### config.mk
export PLATFORM = sky130hd
export DESIGN_NAME = sar_serial_readout
export DESIGN_NICKNAME = d
export VERILOG_FILES = /design/src/include/sar_readout_pkg.sv /design/src/core/sar_serial_readout.sv
export SDC_FILE = /design/constraint.sdc
export NUM_CORES = 1
export LEC_CHECK = 0
export BUFFER_PORTS_ARGS = -buffer_cell sky130_fd_sc_hd__buf_4
export CAP_MARGIN = 10
export CORE_MARGIN = 2
export CORE_UTILIZATION = 39
export CTS_CLUSTER_DIAMETER = 30
export DETAILED_ROUTE_END_ITERATION = 6
export SYNTH_ARGS = -nofsm -noshare
export SYNTH_HDL_FRONTEND = slang
export SYNTH_SLANG_ARGS = --single-unit
### constraint.sdc
create_clock -name clock -period 3.1 [get_ports clock]
set_input_delay 0.93 -clock clock [delete_from_list [all_inputs] [get_ports clock]]
set_output_delay 0.93 -clock clock [all_outputs]
set_load 0.02 [all_outputs]
### src/include/sar_readout_pkg.sv
// shared constants and carrier types for the serial result readout
package sar_readout_pkg;
  localparam int RESULT_W = 16;
  localparam int CNT_W = 6;
  // falling shift clock edges that close the sampling interval
  localparam logic [CNT_W-1:0] SAMPLE_EDGES = 6'h05;
  // edges at which the null bit, first result bit and reversed run begin
  localparam logic [CNT_W-1:0] NULL_EDGE = 6'h05;
  localparam logic [CNT_W-1:0] MSB_EDGE = 6'h06;
  localparam logic [CNT_W-1:0] REV_EDGE = 6'h16;
  localparam logic [CNT_W-1:0] DONE_EDGE = 6'h26;
  localparam int SYNC_STAGES = 3;
  localparam int CLK_PERIOD_PS = 4000;
  // shortest shift clock period served at 100 kHz conversion rate
  localparam int BIT_TIME_NS = 416;
  localparam int BIT_CYCLES = (BIT_TIME_NS * 1000) / CLK_PERIOD_PS;
  localparam logic [RESULT_W-1:0] RESULT_RST = 16'h0000;

  typedef enum logic [1:0] {IDLE, SAMPLE, SHIFT, DONE} phase_t;

  typedef struct packed {
    logic o;
    logic oe;
  } dout_pin_t;

  typedef struct packed {
    logic analog_pd;
    logic digital_pd;
  } power_t;
endpackage

### src/core/sar_serial_readout.sv
// serial readout and cycle control of a 16-bit sampling converter
// Functional notes
// - output bit changes on each falling shift clock edge.
// - falling select starts conversion and transfer.
// - first 4.5 to 5 clock periods sample the input.
// - after fifth falling edge, output enabled driving one LOW null bit.
// - next 16 periods send result, most significant bit first.
// - after bottom bit, result repeats starting from the bottom bit.
// - after top bit resent, output high impedance; further clocks ignored.
// - new conversion needs select high then low; clocks ignored meanwhile.
// - result is unsigned straight binary.
// - power down after conversion completes and whenever select is high.
// - select low after completion powers down analog only.
// - digital logic fully shuts down only while select is high.
// - each bit presented when decided; raising select aborts anytime.
// - one bit decided per shift clock, down to 416 ns periods.
// - output high impedance for whole sampling interval.
`timescale 1ns/100ps
module sar_serial_readout
  import sar_readout_pkg::*;
#(
  parameter int WIDTH = RESULT_W
) (
  // clock and reset
  input wire logic clock,
  input wire logic rst_n,
  // converter side: analog comparator, decides the bit being tried
  input wire logic comparator,
  // serial link pins
  input wire logic serial_shift_clock,
  input wire logic select_n,
  output sar_readout_pkg::dout_pin_t dout,
  // status
  output sar_readout_pkg::power_t power,
  output logic [WIDTH-1:0] result,
  output logic result_valid
);
  import sar_readout_pkg::*;

  if (WIDTH != RESULT_W) begin : g_width_check
    $error("only a 16-bit result is supported");
  end

  logic rst_meta_q, rst_sync_q;
  always_ff @(posedge clock or negedge rst_n) begin
    if (!rst_n) begin
      rst_meta_q <= 1'b0;
      rst_sync_q <= 1'b0;
    end else begin
      rst_meta_q <= 1'b1;
      rst_sync_q <= rst_meta_q;
    end
  end
  wire logic srst_n = rst_sync_q;

  // three stages; a change counts once stages two and three agree
  logic [SYNC_STAGES-1:0] sclk_q, sclk_d, sel_q, sel_d;
  logic sclk_st_q, sclk_st_d, sel_st_q, sel_st_d;
  wire logic sclk_s = (sclk_q[1] == sclk_q[2]) ? sclk_q[2] : sclk_st_q;
  wire logic sel_s = (sel_q[1] == sel_q[2]) ? sel_q[2] : sel_st_q;
  wire logic sclk_fall = sclk_st_q & ~sclk_s;
  wire logic sel_fall = sel_st_q & ~sel_s;

  always_comb begin
    sclk_d = {sclk_q[SYNC_STAGES-2:0], serial_shift_clock};
    sel_d = {sel_q[SYNC_STAGES-2:0], select_n};
    sclk_st_d = sclk_s;
    sel_st_d = sel_s;
  end

  always_ff @(posedge clock or negedge srst_n) begin
    if (!srst_n) begin
      sclk_q <= '0;
      sel_q <= '1;
      sclk_st_q <= 1'b0;
      sel_st_q <= 1'b1;
    end else begin
      sclk_q <= sclk_d;
      sel_q <= sel_d;
      sclk_st_q <= sclk_st_d;
      sel_st_q <= sel_st_d;
    end
  end

  phase_t phase_q, phase_d;
  logic [CNT_W-1:0] edge_q, edge_d;
  logic [WIDTH-1:0] sar_q, sar_d;
  logic [WIDTH-1:0] res_q, res_d;
  logic valid_q, valid_d;
  dout_pin_t dout_q, dout_d;
  power_t pwr_q, pwr_d;
  logic [CNT_W-1:0] idx;

  always_comb begin
    phase_d = phase_q;
    edge_d = edge_q;
    sar_d = sar_q;
    res_d = res_q;
    valid_d = valid_q;
    dout_d = dout_q;
    pwr_d = pwr_q;
    idx = '0;
    if (sel_s) begin
      // select high: idle, output released, everything powered down
      phase_d = IDLE;
      edge_d = '0;
      dout_d = '{o: 1'b0, oe: 1'b0};
      pwr_d = '{analog_pd: 1'b1, digital_pd: 1'b1};
    end else begin
      case (phase_q)
        IDLE: begin
          // a falling select starts; select low at reset also starts, as the synchronizer resets high
          if (sel_fall) begin
            phase_d = SAMPLE;
            edge_d = '0;
            sar_d = '0;
            valid_d = 1'b0;
            pwr_d = '{analog_pd: 1'b0, digital_pd: 1'b0};
          end
        end
        SAMPLE: begin
          dout_d.oe = 1'b0;
          if (sclk_fall) begin
            edge_d = edge_q + 1'b1;
            if (edge_q + 1'b1 == NULL_EDGE) begin
              phase_d = SHIFT;
              dout_d = '{o: 1'b0, oe: 1'b1};
            end
          end
        end
        SHIFT: begin
          if (sclk_fall) begin
            edge_d = edge_q + 1'b1;
            if (edge_d < REV_EDGE) begin
              // bit decided on this edge and driven at once, top first
              idx = CNT_W'(WIDTH - 1) - (edge_d - MSB_EDGE);
              sar_d[idx[3:0]] = comparator;
              dout_d.o = comparator;
            end else if (edge_d == REV_EDGE) begin
              // all bits decided: no comparator read here, or the top bit would be lost
              res_d = sar_q;
              valid_d = 1'b1;
              pwr_d.analog_pd = 1'b1;
              dout_d.o = sar_q[0];
            end else if (edge_d == DONE_EDGE) begin
              phase_d = DONE;
              dout_d = '{o: 1'b0, oe: 1'b0};
            end else begin
              idx = edge_d - REV_EDGE;
              dout_d.o = res_q[idx[3:0]];
            end
          end
        end
        DONE: begin
          // clocks ignored until select cycles; digital stays awake
          dout_d.oe = 1'b0;
          pwr_d = '{analog_pd: 1'b1, digital_pd: 1'b0};
        end
        default: phase_d = IDLE;
      endcase
    end
  end

  always_ff @(posedge clock or negedge srst_n) begin
    if (!srst_n) begin
      phase_q <= IDLE;
      edge_q <= '0;
      sar_q <= RESULT_RST;
      res_q <= RESULT_RST;
      valid_q <= 1'b0;
      dout_q <= '{o: 1'b0, oe: 1'b0};
      pwr_q <= '{analog_pd: 1'b1, digital_pd: 1'b1};
    end else begin
      phase_q <= phase_d;
      edge_q <= edge_d;
      sar_q <= sar_d;
      res_q <= res_d;
      valid_q <= valid_d;
      dout_q <= dout_d;
      pwr_q <= pwr_d;
    end
  end

  assign dout = dout_q;
  assign power = pwr_q;
  assign result = res_q;
  assign result_valid = valid_q;
endmodule

==> impl_metrics.py, run 1 <==
metrics = {
    "clock_tree": {
        "cts_tree": "built",
        "clock_sinks": 55,
        "numCtsBuffers": 5,
        "holdBufCountCts": 0,
        "htreeDepth": 2,
        "cts_resized": 0,
        "cts.clk_slew.worst_paths_ps": 100,
        "cts_buffer_depth": 2,
        "cts_setup_buffers": 0,
        "cts_root_buf": "clkbuf_8",
        "clk_latency_ps": 310,
    },
    "worst_setup_path": {
        "r2r_cells": 8,
        "start_kind": "flip-flop",
        "path_max_fanout": 7,
        "worst_setup_path_end_kind": "flip-flop",
        "critPathArrivalTime_ps": 2940,
        "worstPathRequired_ps": 3290,
        "worstSetupPathType": "flip-flop to flip-flop",
    },
    "synth": {
        "yosysMostFrequentCell": "dfrtp_1",
        "synth-main-ff-cell": "dfrtp_1",
        "yosys_warnings": 0,
        "ys_types": 68,
        "synth_common_cells": "49 x dfrtp_1, 31 x nand2_1, 13 x nor2_1",
        "syn-instance-count": 270,
        "synth_edf_count": 0,
        "synth_area_leaders": "dfrtp_1 40%, dfstp_2 5.1%, mux2_4 4.9%",
        "synth_top_cell_by_area": "dfrtp_1",
        "synth-seq-area-share": 0.451,
        "avgSynthCellArea_um2": 11.4,
        "synth_nets": 285,
        "ys_seq_elements": 55,
        "synthesis.area_mm2": 0.00307,
        "synth_top_area_share": 0.400,
        "synthArstFlopShare": 1.00,
    },
    "hold_path": {
        "hold_path.class": "flip-flop to flip-flop",
        "holdPathStages": 0,
    },
    "finish": {
        "nFillCells": 752,
        "drive_above_1_share": 0.275,
        "n_antenna_cell": 0,
        "fin_area_mm2": 0.00344,
        "fin_cells": 397,
        "fin_nets": 309,
        "syn_to_final_growth_pct": 12.2,
    },
    "grt": {
        "grt_pass1_wl_um": 11300,
        "antenna_found_initial": 0,
        "grt_max_degree": 49,
        "grt_pass1_vias": 2116,
        "track_usage": 0.167,
        "grt_overflow": 0,
    },
    "run_status": {
        "status": "complete, no violations",
    },
    "placed_design": {
        "portBuffers": 25,
        "gp_congestion": 0.825,
        "dp.final_hpwl_um": 4730,
        "placed_area_mm2": 0.00335,
        "dp.cells": 389,
    },
    "flow_run": {
        "max_cap_viol_count": 0,
    },
    "sta": {
        "rsz0062_at_grt": "false",
        "finalCritPeriodShare": 0.886,
        "report.final.slew_viol_count": 0,
        "fin_crit_ps": 2750,
        "slew_headroom": 0.293,
        "tightest_slew_ps": 1060,
        "max_freq_mhz": 364,
        "finClkSkew_ps": 10.9,
        "setup_tns_ps": 0,
        "finalHoldViolations": 0,
        "setup_viol": 0,
    },
    "detailed_routing": {
        "vias": 2137,
        "drt_iter0_markers": 172,
        "viasPerCell": 5.38,
        "first_pass_iters": 4,
        "drcViolationCount": 0,
        "wl_per_cell_um": 16.5,
        "routed_wl_um": 6560,
        "detail-route-antenna-nets": 0,
    },
    "floorplan": {
        "dieHeight_um": 92.7,
        "row_count": 32,
        "ios": 26,
        "start_util": 0.399,
        "dieArea_mm2": 0.00859,
        "die_w_um": 92.7,
        "coreArea_mm2": 0.00769,
    },
    "power": {
        "pwr_density_cell_mw_per_mm2": 504,
        "total_power_mw": 1.73,
        "leakagePower_nw": 1.61,
        "ir_worst_vdd_mv": 0.227,
    },
}
[worst paths after layout]
| path | from | to | slack (ps) |
|---|---|---|---|
| max reg2reg | edge_q[1] | sar_q[1] | 350 |
| max | edge_q[1] | sar_q[1] | 350 |
| min reg2reg | sclk_q[0] | sclk_q[1] | 350 |
| min | sclk_q[0] | sclk_q[1] | 350 |
| min in group asynchronous | rst_n | rst_sync_q | 370 |
| max in group asynchronous | rst_sync_q | sel_q[2] | 1850 |
[critical path: stages, from the launching register on]
cell	delay (ps)
dfrtp_1	530
inv_1	110
ha_1	410
ha_1	280
xor2_1	150
xnor2_1	410
nor2_1	160
and3b_1	260
a221o_1	310
[metal layers]
| metal | GRT usage | routed length, um | up-vias | part of all wire |
|---|---|---|---|---|
| li1 | - | - | 1031 | - |
| met1 | 0.243 | 3210 | 1066 | 0.49 |
| met2 | 0.260 | 3060 | 34 | 0.47 |
| met3 | 0.0301 | 209 | 6 | 0.032 |
| met4 | 0.0441 | 76 | 0 | 0.012 |
| met5 | 0 | 0 | - | 0 |
[per-stage QoR]
stage,setup WS (ps),hold slack [ps],util
3_5_place_dp,386,336,0.435
4_1_cts,369,358,0.448
3_3_place_gp,464,337,0.435
5_1_grt,184,358,0.448
2_1_floorplan,542,331,-
6_report,355,355,0.448
[cells by family after synthesis]
logic type,after synthesis,synth area share
and+or+nand+nor,84,0.149
buffers and inverters,28,0.0465
adders and majority gates,11,0.0441
xor gates and xnor gates,5,0.0143
AOI/OAI and AO/OA,52,0.143
DFF,55,0.451
other,1,0.00122
muxes,34,0.151
[state kept, by name, summed over array words and instances, names as in the netlist]
name and count:
sel_st_q 1, sar_q 16, phase_q 2, result_valid 1
sel_q 3, dout 2, sclk_st_q 1, rst_meta_q 1
rst_sync_q 1, sclk_q 3, power 2, result 16
edge_q 6
[report_power, final]
part	total (mW)	leakage, nW	internal [mW]	switching [mW]
clock	0.421	0.0484	0.184	0.238
sequential	0.816	0.731	0.767	0.0491
combinational	0.496	0.836	0.190	0.306
total	1.73	1.61	1.14	0.593
[cell type report]
| type | instances | area, um2 | share of cell area |
|---|---|---|---|
| clock buffer | 7 | 86.3 | 0.0251 |
| clock inverter | 1 | 8.76 | 0.00255 |
| inverter | 12 | 45.0 | 0.0131 |
| multi-input combinational | 187 | 1540 | 0.448 |
| sequential | 55 | 1390 | 0.403 |
| tap | 102 | 128 | 0.0371 |
| timing repair buffer | 33 | 248 | 0.0720 |
[placed cells by master (no fill, tap or decap), types with 8 or more instances in the layout]
cell,count
dfrtp_1,48
buf_4,33
ha_1,10
nand2_1,31
nor2_1,13
mux2i_1,12
nand4_1,8
mux2_4,10
o21ai_0,8
inv_1,10
nand3_1,8
Power figures use the tool's default switching activity.
==> inputs of run 2 (changes only) <==
- clock period: 3.1 -> 3.51 ns (I/O delays scaled with it)
==> run 2 against run 1 <==
  * Global-route usage is 0.44 points lower
  * Register-to-register slack better by 150 ps
  * Combinational power is 14% lower
  * Non-clock buffer count is 4 lower
  * Critical path type unchanged
==> impl_metrics.py, run 2 (synthesis results as in run 1) <==
metrics = {
    "worst_setup_path": {
        "startpoint": "edge_q[0]",
        "critPathTopFamily": "compound AO/OA/AOI/OAI gates",
        "worst_setup_path_end_kind": "flip-flop",
        "worstPathRequired_ps": 3780,
        "crit_chain": "ha_1 -> xor2_1 -> a22oi_1 -> a21oi_4 -> a2111oi_4 -> and3b_1 -> a221o_1",
        "critPathBufInv": 0,
        "start_kind": "flip-flop",
        "r2r_start": "edge_q[0]",
        "critPathArrivalTime_ps": 3280,
        "cpPeakStageDelay_ps": 730,
        "cpMaxStageDelayCell": "a2111oi_4",
        "path_max_fanout": 13,
        "worstSetupPathType": "flip-flop to flip-flop",
    },
    "clock_tree": {
        "clk_latency_ps": 330,
        "cts_root_buf": "clkbuf_8",
        "cts_buffer_depth": 2,
        "numCtsBuffers": 5,
        "htreeDepth": 2,
        "cts.clk_slew.worst_paths_ps": 110,
        "cts_setup_buffers": 0,
        "clock_sinks": 55,
        "cts_tree": "built",
        "holdBufCountCts": 0,
    },
    "floorplan": {
        "coreArea_mm2": 0.00769,
        "die_w_um": 92.7,
        "ios": 26,
        "start_util": 0.399,
        "row_count": 32,
        "dieHeight_um": 92.7,
        "dieArea_mm2": 0.00859,
    },
    "sta": {
        "report.final.slew_viol_count": 0,
        "fin_crit_ps": 3010,
        "setup_viol": 0,
        "rsz0062_at_grt": "false",
        "tightest_slew_ps": 988,
        "finalHoldViolations": 0,
        "timing.hold.ws_ps": 359,
        "finalCritPeriodShare": 0.857,
        "fin_ws_ps": 502,
        "finClkSkew_ps": 12.4,
        "setup_tns_ps": 0,
        "max_freq_mhz": 332,
        "slew_headroom": 0.341,
    },
    "finish": {
        "fin_cells": 393,
        "drive_above_1_share": 0.271,
        "nFillCells": 759,
        "n_antenna_cell": 0,
        "final_util": 0.444,
        "fin_area_mm2": 0.00342,
        "layout_common_cells": "48 x dfrtp_1, 31 x nand2_1, 29 x buf_4",
        "final_common_cell": "dfrtp_1",
        "multi_input_area_mm2": 0.00155,
        "syn_to_final_growth_pct": 11.4,
        "seqCellArea_mm2": 0.00139,
        "fin_nets": 305,
    },
    "flow_run": {
        "max_cap_viol_count": 0,
    },
    "power": {
        "ir_worst_vdd_mv": 0.189,
        "total_power_mw": 1.53,
        "pwr_density_cell_mw_per_mm2": 448,
        "leakagePower_nw": 1.60,
    },
    "detailed_routing": {
        "drcViolationCount": 0,
        "viasPerCell": 5.42,
        "detail-route-antenna-nets": 0,
        "routed_wl_um": 6570,
        "vias": 2129,
        "drt_iter0_markers": 106,
        "first_pass_iters": 6,
        "wl_per_cell_um": 16.7,
    },
    "placed_design": {
        "place_ws_ps": 383,
        "portBuffers": 25,
        "dp.cells": 385,
        "placed_area_mm2": 0.00332,
        "dp.final_hpwl_um": 4610,
        "gp_congestion": 0.825,
    },
    "run_status": {
        "status": "complete, no violations",
    },
    "grt": {
        "grt_overflow": 0,
        "grt_pass1_vias": 1947,
        "grt_max_degree": 46,
        "antenna_found_initial": 0,
        "track_usage": 0.163,
        "grt_pass1_wl_um": 10900,
    },
    "hold_path": {
        "min_from": "sclk_q[0]",
        "hold_path.class": "flip-flop to flip-flop",
    },
}
==> run 2: changes by cell type in the layout (fill, tap and decap cells not counted), sizes merged <==
cell      before  now
inv           11   12
buf           33   29
clkbuf         7    5
clkinvlp       0    1
==> run 2: worst paths after layout <==
check	endpoint	slack [ps]	cells after the start
worst max-delay path	sar_q[3]	500	7
min in group asynchronous	sar_q[1]	450	0
max in group asynchronous	sel_st_q	2280	1
worst max register to register	sar_q[3]	500	7
worst min register to register	sclk_q[1]	360	0
worst min-delay path	sclk_q[1]	360	0
==> run 2: layer usage <==
| metal | vias to the layer above | global-route usage | wire [um] |
|---|---|---|---|
| met5 | - | 0 | 0 |
| met4 | 0 | 0.0478 | 68 |
| met3 | 6 | 0.0244 | 259 |
| met2 | 47 | 0.232 | 2940 |
| met1 | 1059 | 0.256 | 3300 |
| li1 | 1017 | - | - |
==> run 2: layout make-up <==
class                   instances  area share
repair buffers                 29      0.0637
flip-flops and latches         55       0.405
clock buffers                   5      0.0201
clock inverters                 3     0.00696
inverters                      12      0.0132
well taps                     102      0.0374
multi-input cells             187       0.453
==> run 2: where the power goes <==
| part | internal [mW] | switching (mW) | total (mW) |
|---|---|---|---|
| registers | 0.677 | 0.0452 | 0.723 |
| clock network | 0.145 | 0.236 | 0.381 |
| logic | 0.156 | 0.270 | 0.425 |
| total | 0.978 | 0.551 | 1.53 |
==> run 2: timing repair <==
item	4_1_cts	5_1_grt
resized for setup	0	1
hold endpoints to repair	0	0
setup endpoints to repair	0	4
==> inputs of run 3 (changes only) <==
- CORE_MARGIN: 2 -> default
==> run 3 against run 2 <==
  * Final area increased by 0.44%
  * Count of clock-buffer cells in the layout increased by 1
  * Fmax decreased by 0.16%
  * Via count decreased by 0.28%
  * Sequential power about the same
  * Die area decreased by 4.3%
  * Sequential share of layout area decreased by 0.18 points
  * Core utilization increased by 1.9 points
  * Highest routed layer unchanged
==> impl_metrics.py, run 3 (synthesis results as in run 1) <==
metrics = {
    "hold_path": {
        "hold_path.class": "flip-flop to flip-flop",
        "holdPathStages": 0,
    },
    "placed_design": {
        "dp.cells": 382,
        "gp_congestion": 0.843,
        "placed_area_mm2": 0.00331,
        "place_ws_ps": 387,
        "portBuffers": 25,
        "dp.final_hpwl_um": 4540,
    },
    "sta": {
        "rsz0062_at_grt": "false",
        "fin_crit_ps": 3010,
        "setup_viol": 0,
        "setup_tns_ps": 0,
        "timing.hold.ws_ps": 357,
        "tightest_slew_ps": 1030,
        "max_freq_mhz": 332,
        "finalHoldViolations": 0,
        "finalCritPeriodShare": 0.858,
        "slew_headroom": 0.313,
        "report.final.slew_viol_count": 0,
        "fin_ws_ps": 498,
        "finClkSkew_ps": 8.60,
    },
    "grt": {
        "gr-usage-met3": 0.0303,
        "grt_pass1_wl_um": 10700,
        "track_usage": 0.166,
        "grt_max_degree": 49,
        "use_met1": 0.251,
        "grt_busiest_layer": "met1",
        "grt_pass1_vias": 2027,
        "grt_overflow": 0,
        "grt_util_met2": 0.239,
        "antenna_found_initial": 0,
    },
    "detailed_routing": {
        "viasPerCell": 5.44,
        "first_pass_iters": 4,
        "drt_iter0_markers": 144,
        "routed_wl_um": 6290,
        "wl_per_cell_um": 16.1,
        "vias": 2123,
        "detail-route-antenna-nets": 0,
        "drcViolationCount": 0,
    },
    "floorplan": {
        "dieArea_mm2": 0.00822,
        "die_w_um": 90.7,
        "dieHeight_um": 90.7,
        "row_count": 31,
        "coreArea_mm2": 0.00741,
        "ios": 26,
        "start_util": 0.414,
    },
    "clock_tree": {
        "cts_setup_buffers": 0,
        "clock_sinks": 55,
        "numCtsBuffers": 5,
        "cts_buffer_depth": 2,
        "cts_root_buf": "clkbuf_8",
        "cts_resized": 0,
        "htreeDepth": 2,
        "clk_latency_ps": 310,
        "cts_tree": "built",
        "cts.clk_slew.worst_paths_ps": 100,
        "holdBufCountCts": 0,
    },
    "power": {
        "clockPowerShare": 0.272,
        "p_seq_frac": 0.461,
        "pwr-share-comb": 0.268,
        "swShare": 0.331,
        "ir_worst_vdd_mv": 0.184,
        "leakagePower_nw": 1.61,
        "p_sw_mw": 0.519,
        "total_power_mw": 1.57,
        "pwr_density_cell_mw_per_mm2": 457,
        "p_int_mw": 1.05,
    },
    "worst_setup_path": {
        "cpPeakStageDelay_ps": 730,
        "start_kind": "flip-flop",
        "critPathArrivalTime_ps": 3260,
        "cpMaxStageDelayCell": "a2111oi_4",
        "path_max_fanout": 13,
        "crit_chain": "ha_1 -> nand3_1 -> xor2_1 -> a21oi_4 -> a2111oi_4 -> and3b_1 -> a221o_1",
        "r2r_cells": 7,
        "worstSetupPathType": "flip-flop to flip-flop",
        "worst_setup_path_end_kind": "flip-flop",
        "worstPathRequired_ps": 3760,
    },
    "flow_run": {
        "max_cap_viol_count": 0,
    },
    "finish": {
        "fin_cells": 390,
        "fin_area_mm2": 0.00343,
        "syn_to_final_growth_pct": 11.9,
        "layout_common_cells": "48 x dfrtp_1, 31 x nand2_1, 29 x buf_4",
        "final_util": 0.463,
        "n_antenna_cell": 0,
        "final_common_cell": "dfrtp_1",
        "nFillCells": 689,
        "fin_nets": 305,
        "drive_above_1_share": 0.268,
    },
    "run_status": {
        "status": "complete, no violations",
    },
}
-- run 3: per-layer routing --
layer,wire (um),share of wire,up-vias
li1,-,-,1022
met1,2960,0.47,1042
met2,2950,0.47,52
met3,276,0.044,7
met4,99,0.016,0
met5,0,0,-
-- run 3: power groups by stage --
| stage | Clock [mW] | Combinational, mW | Sequential [mW] |
|---|---|---|---|
| after floorplan | 0 | 0.322 | 0.735 |
| after global placement | 0 | 0.421 | 0.734 |
| after global routing | 0.465 | 0.465 | 0.731 |
| final | 0.426 | 0.420 | 0.722 |
| after detailed placement | 0 | 0.420 | 0.736 |
| after CTS | 0.440 | 0.421 | 0.723 |
-- run 3: layout make-up --
class                      count  area (um2)  share of cell area
multi-input combinational    187        1550               0.451
timing repair buffer          29         218              0.0635
clock buffer                   6        72.6              0.0212
inverter                      12        45.0              0.0131
clock inverter                 2        38.8              0.0113
tap                           99         124              0.0361
sequential                    55        1390               0.404
-- run 3: path summary, 6_finish.rpt --
check                           start   endpoint  slack (ps)
setup / recovery            edge_q[0]   sar_q[1]         500
hold / removal              sclk_q[0]  sclk_q[1]         360
setup reg to reg            edge_q[0]   sar_q[1]         500
hold reg to reg             sclk_q[0]  sclk_q[1]         360
max in group asynchronous  rst_sync_q   sel_q[1]        2280
min in group asynchronous  rst_sync_q  result[4]         470
-- run 3: worst max-delay path: cells and delay by family, from the launching register on --
kind | cells | cell delay (ps)
and+or+nand+nor | 2 | 500
DFF | 1 | 550
AOI/OAI and AO/OA | 3 | 1010
xor gates and xnor gates | 1 | 390
adders and majority gates | 1 | 480
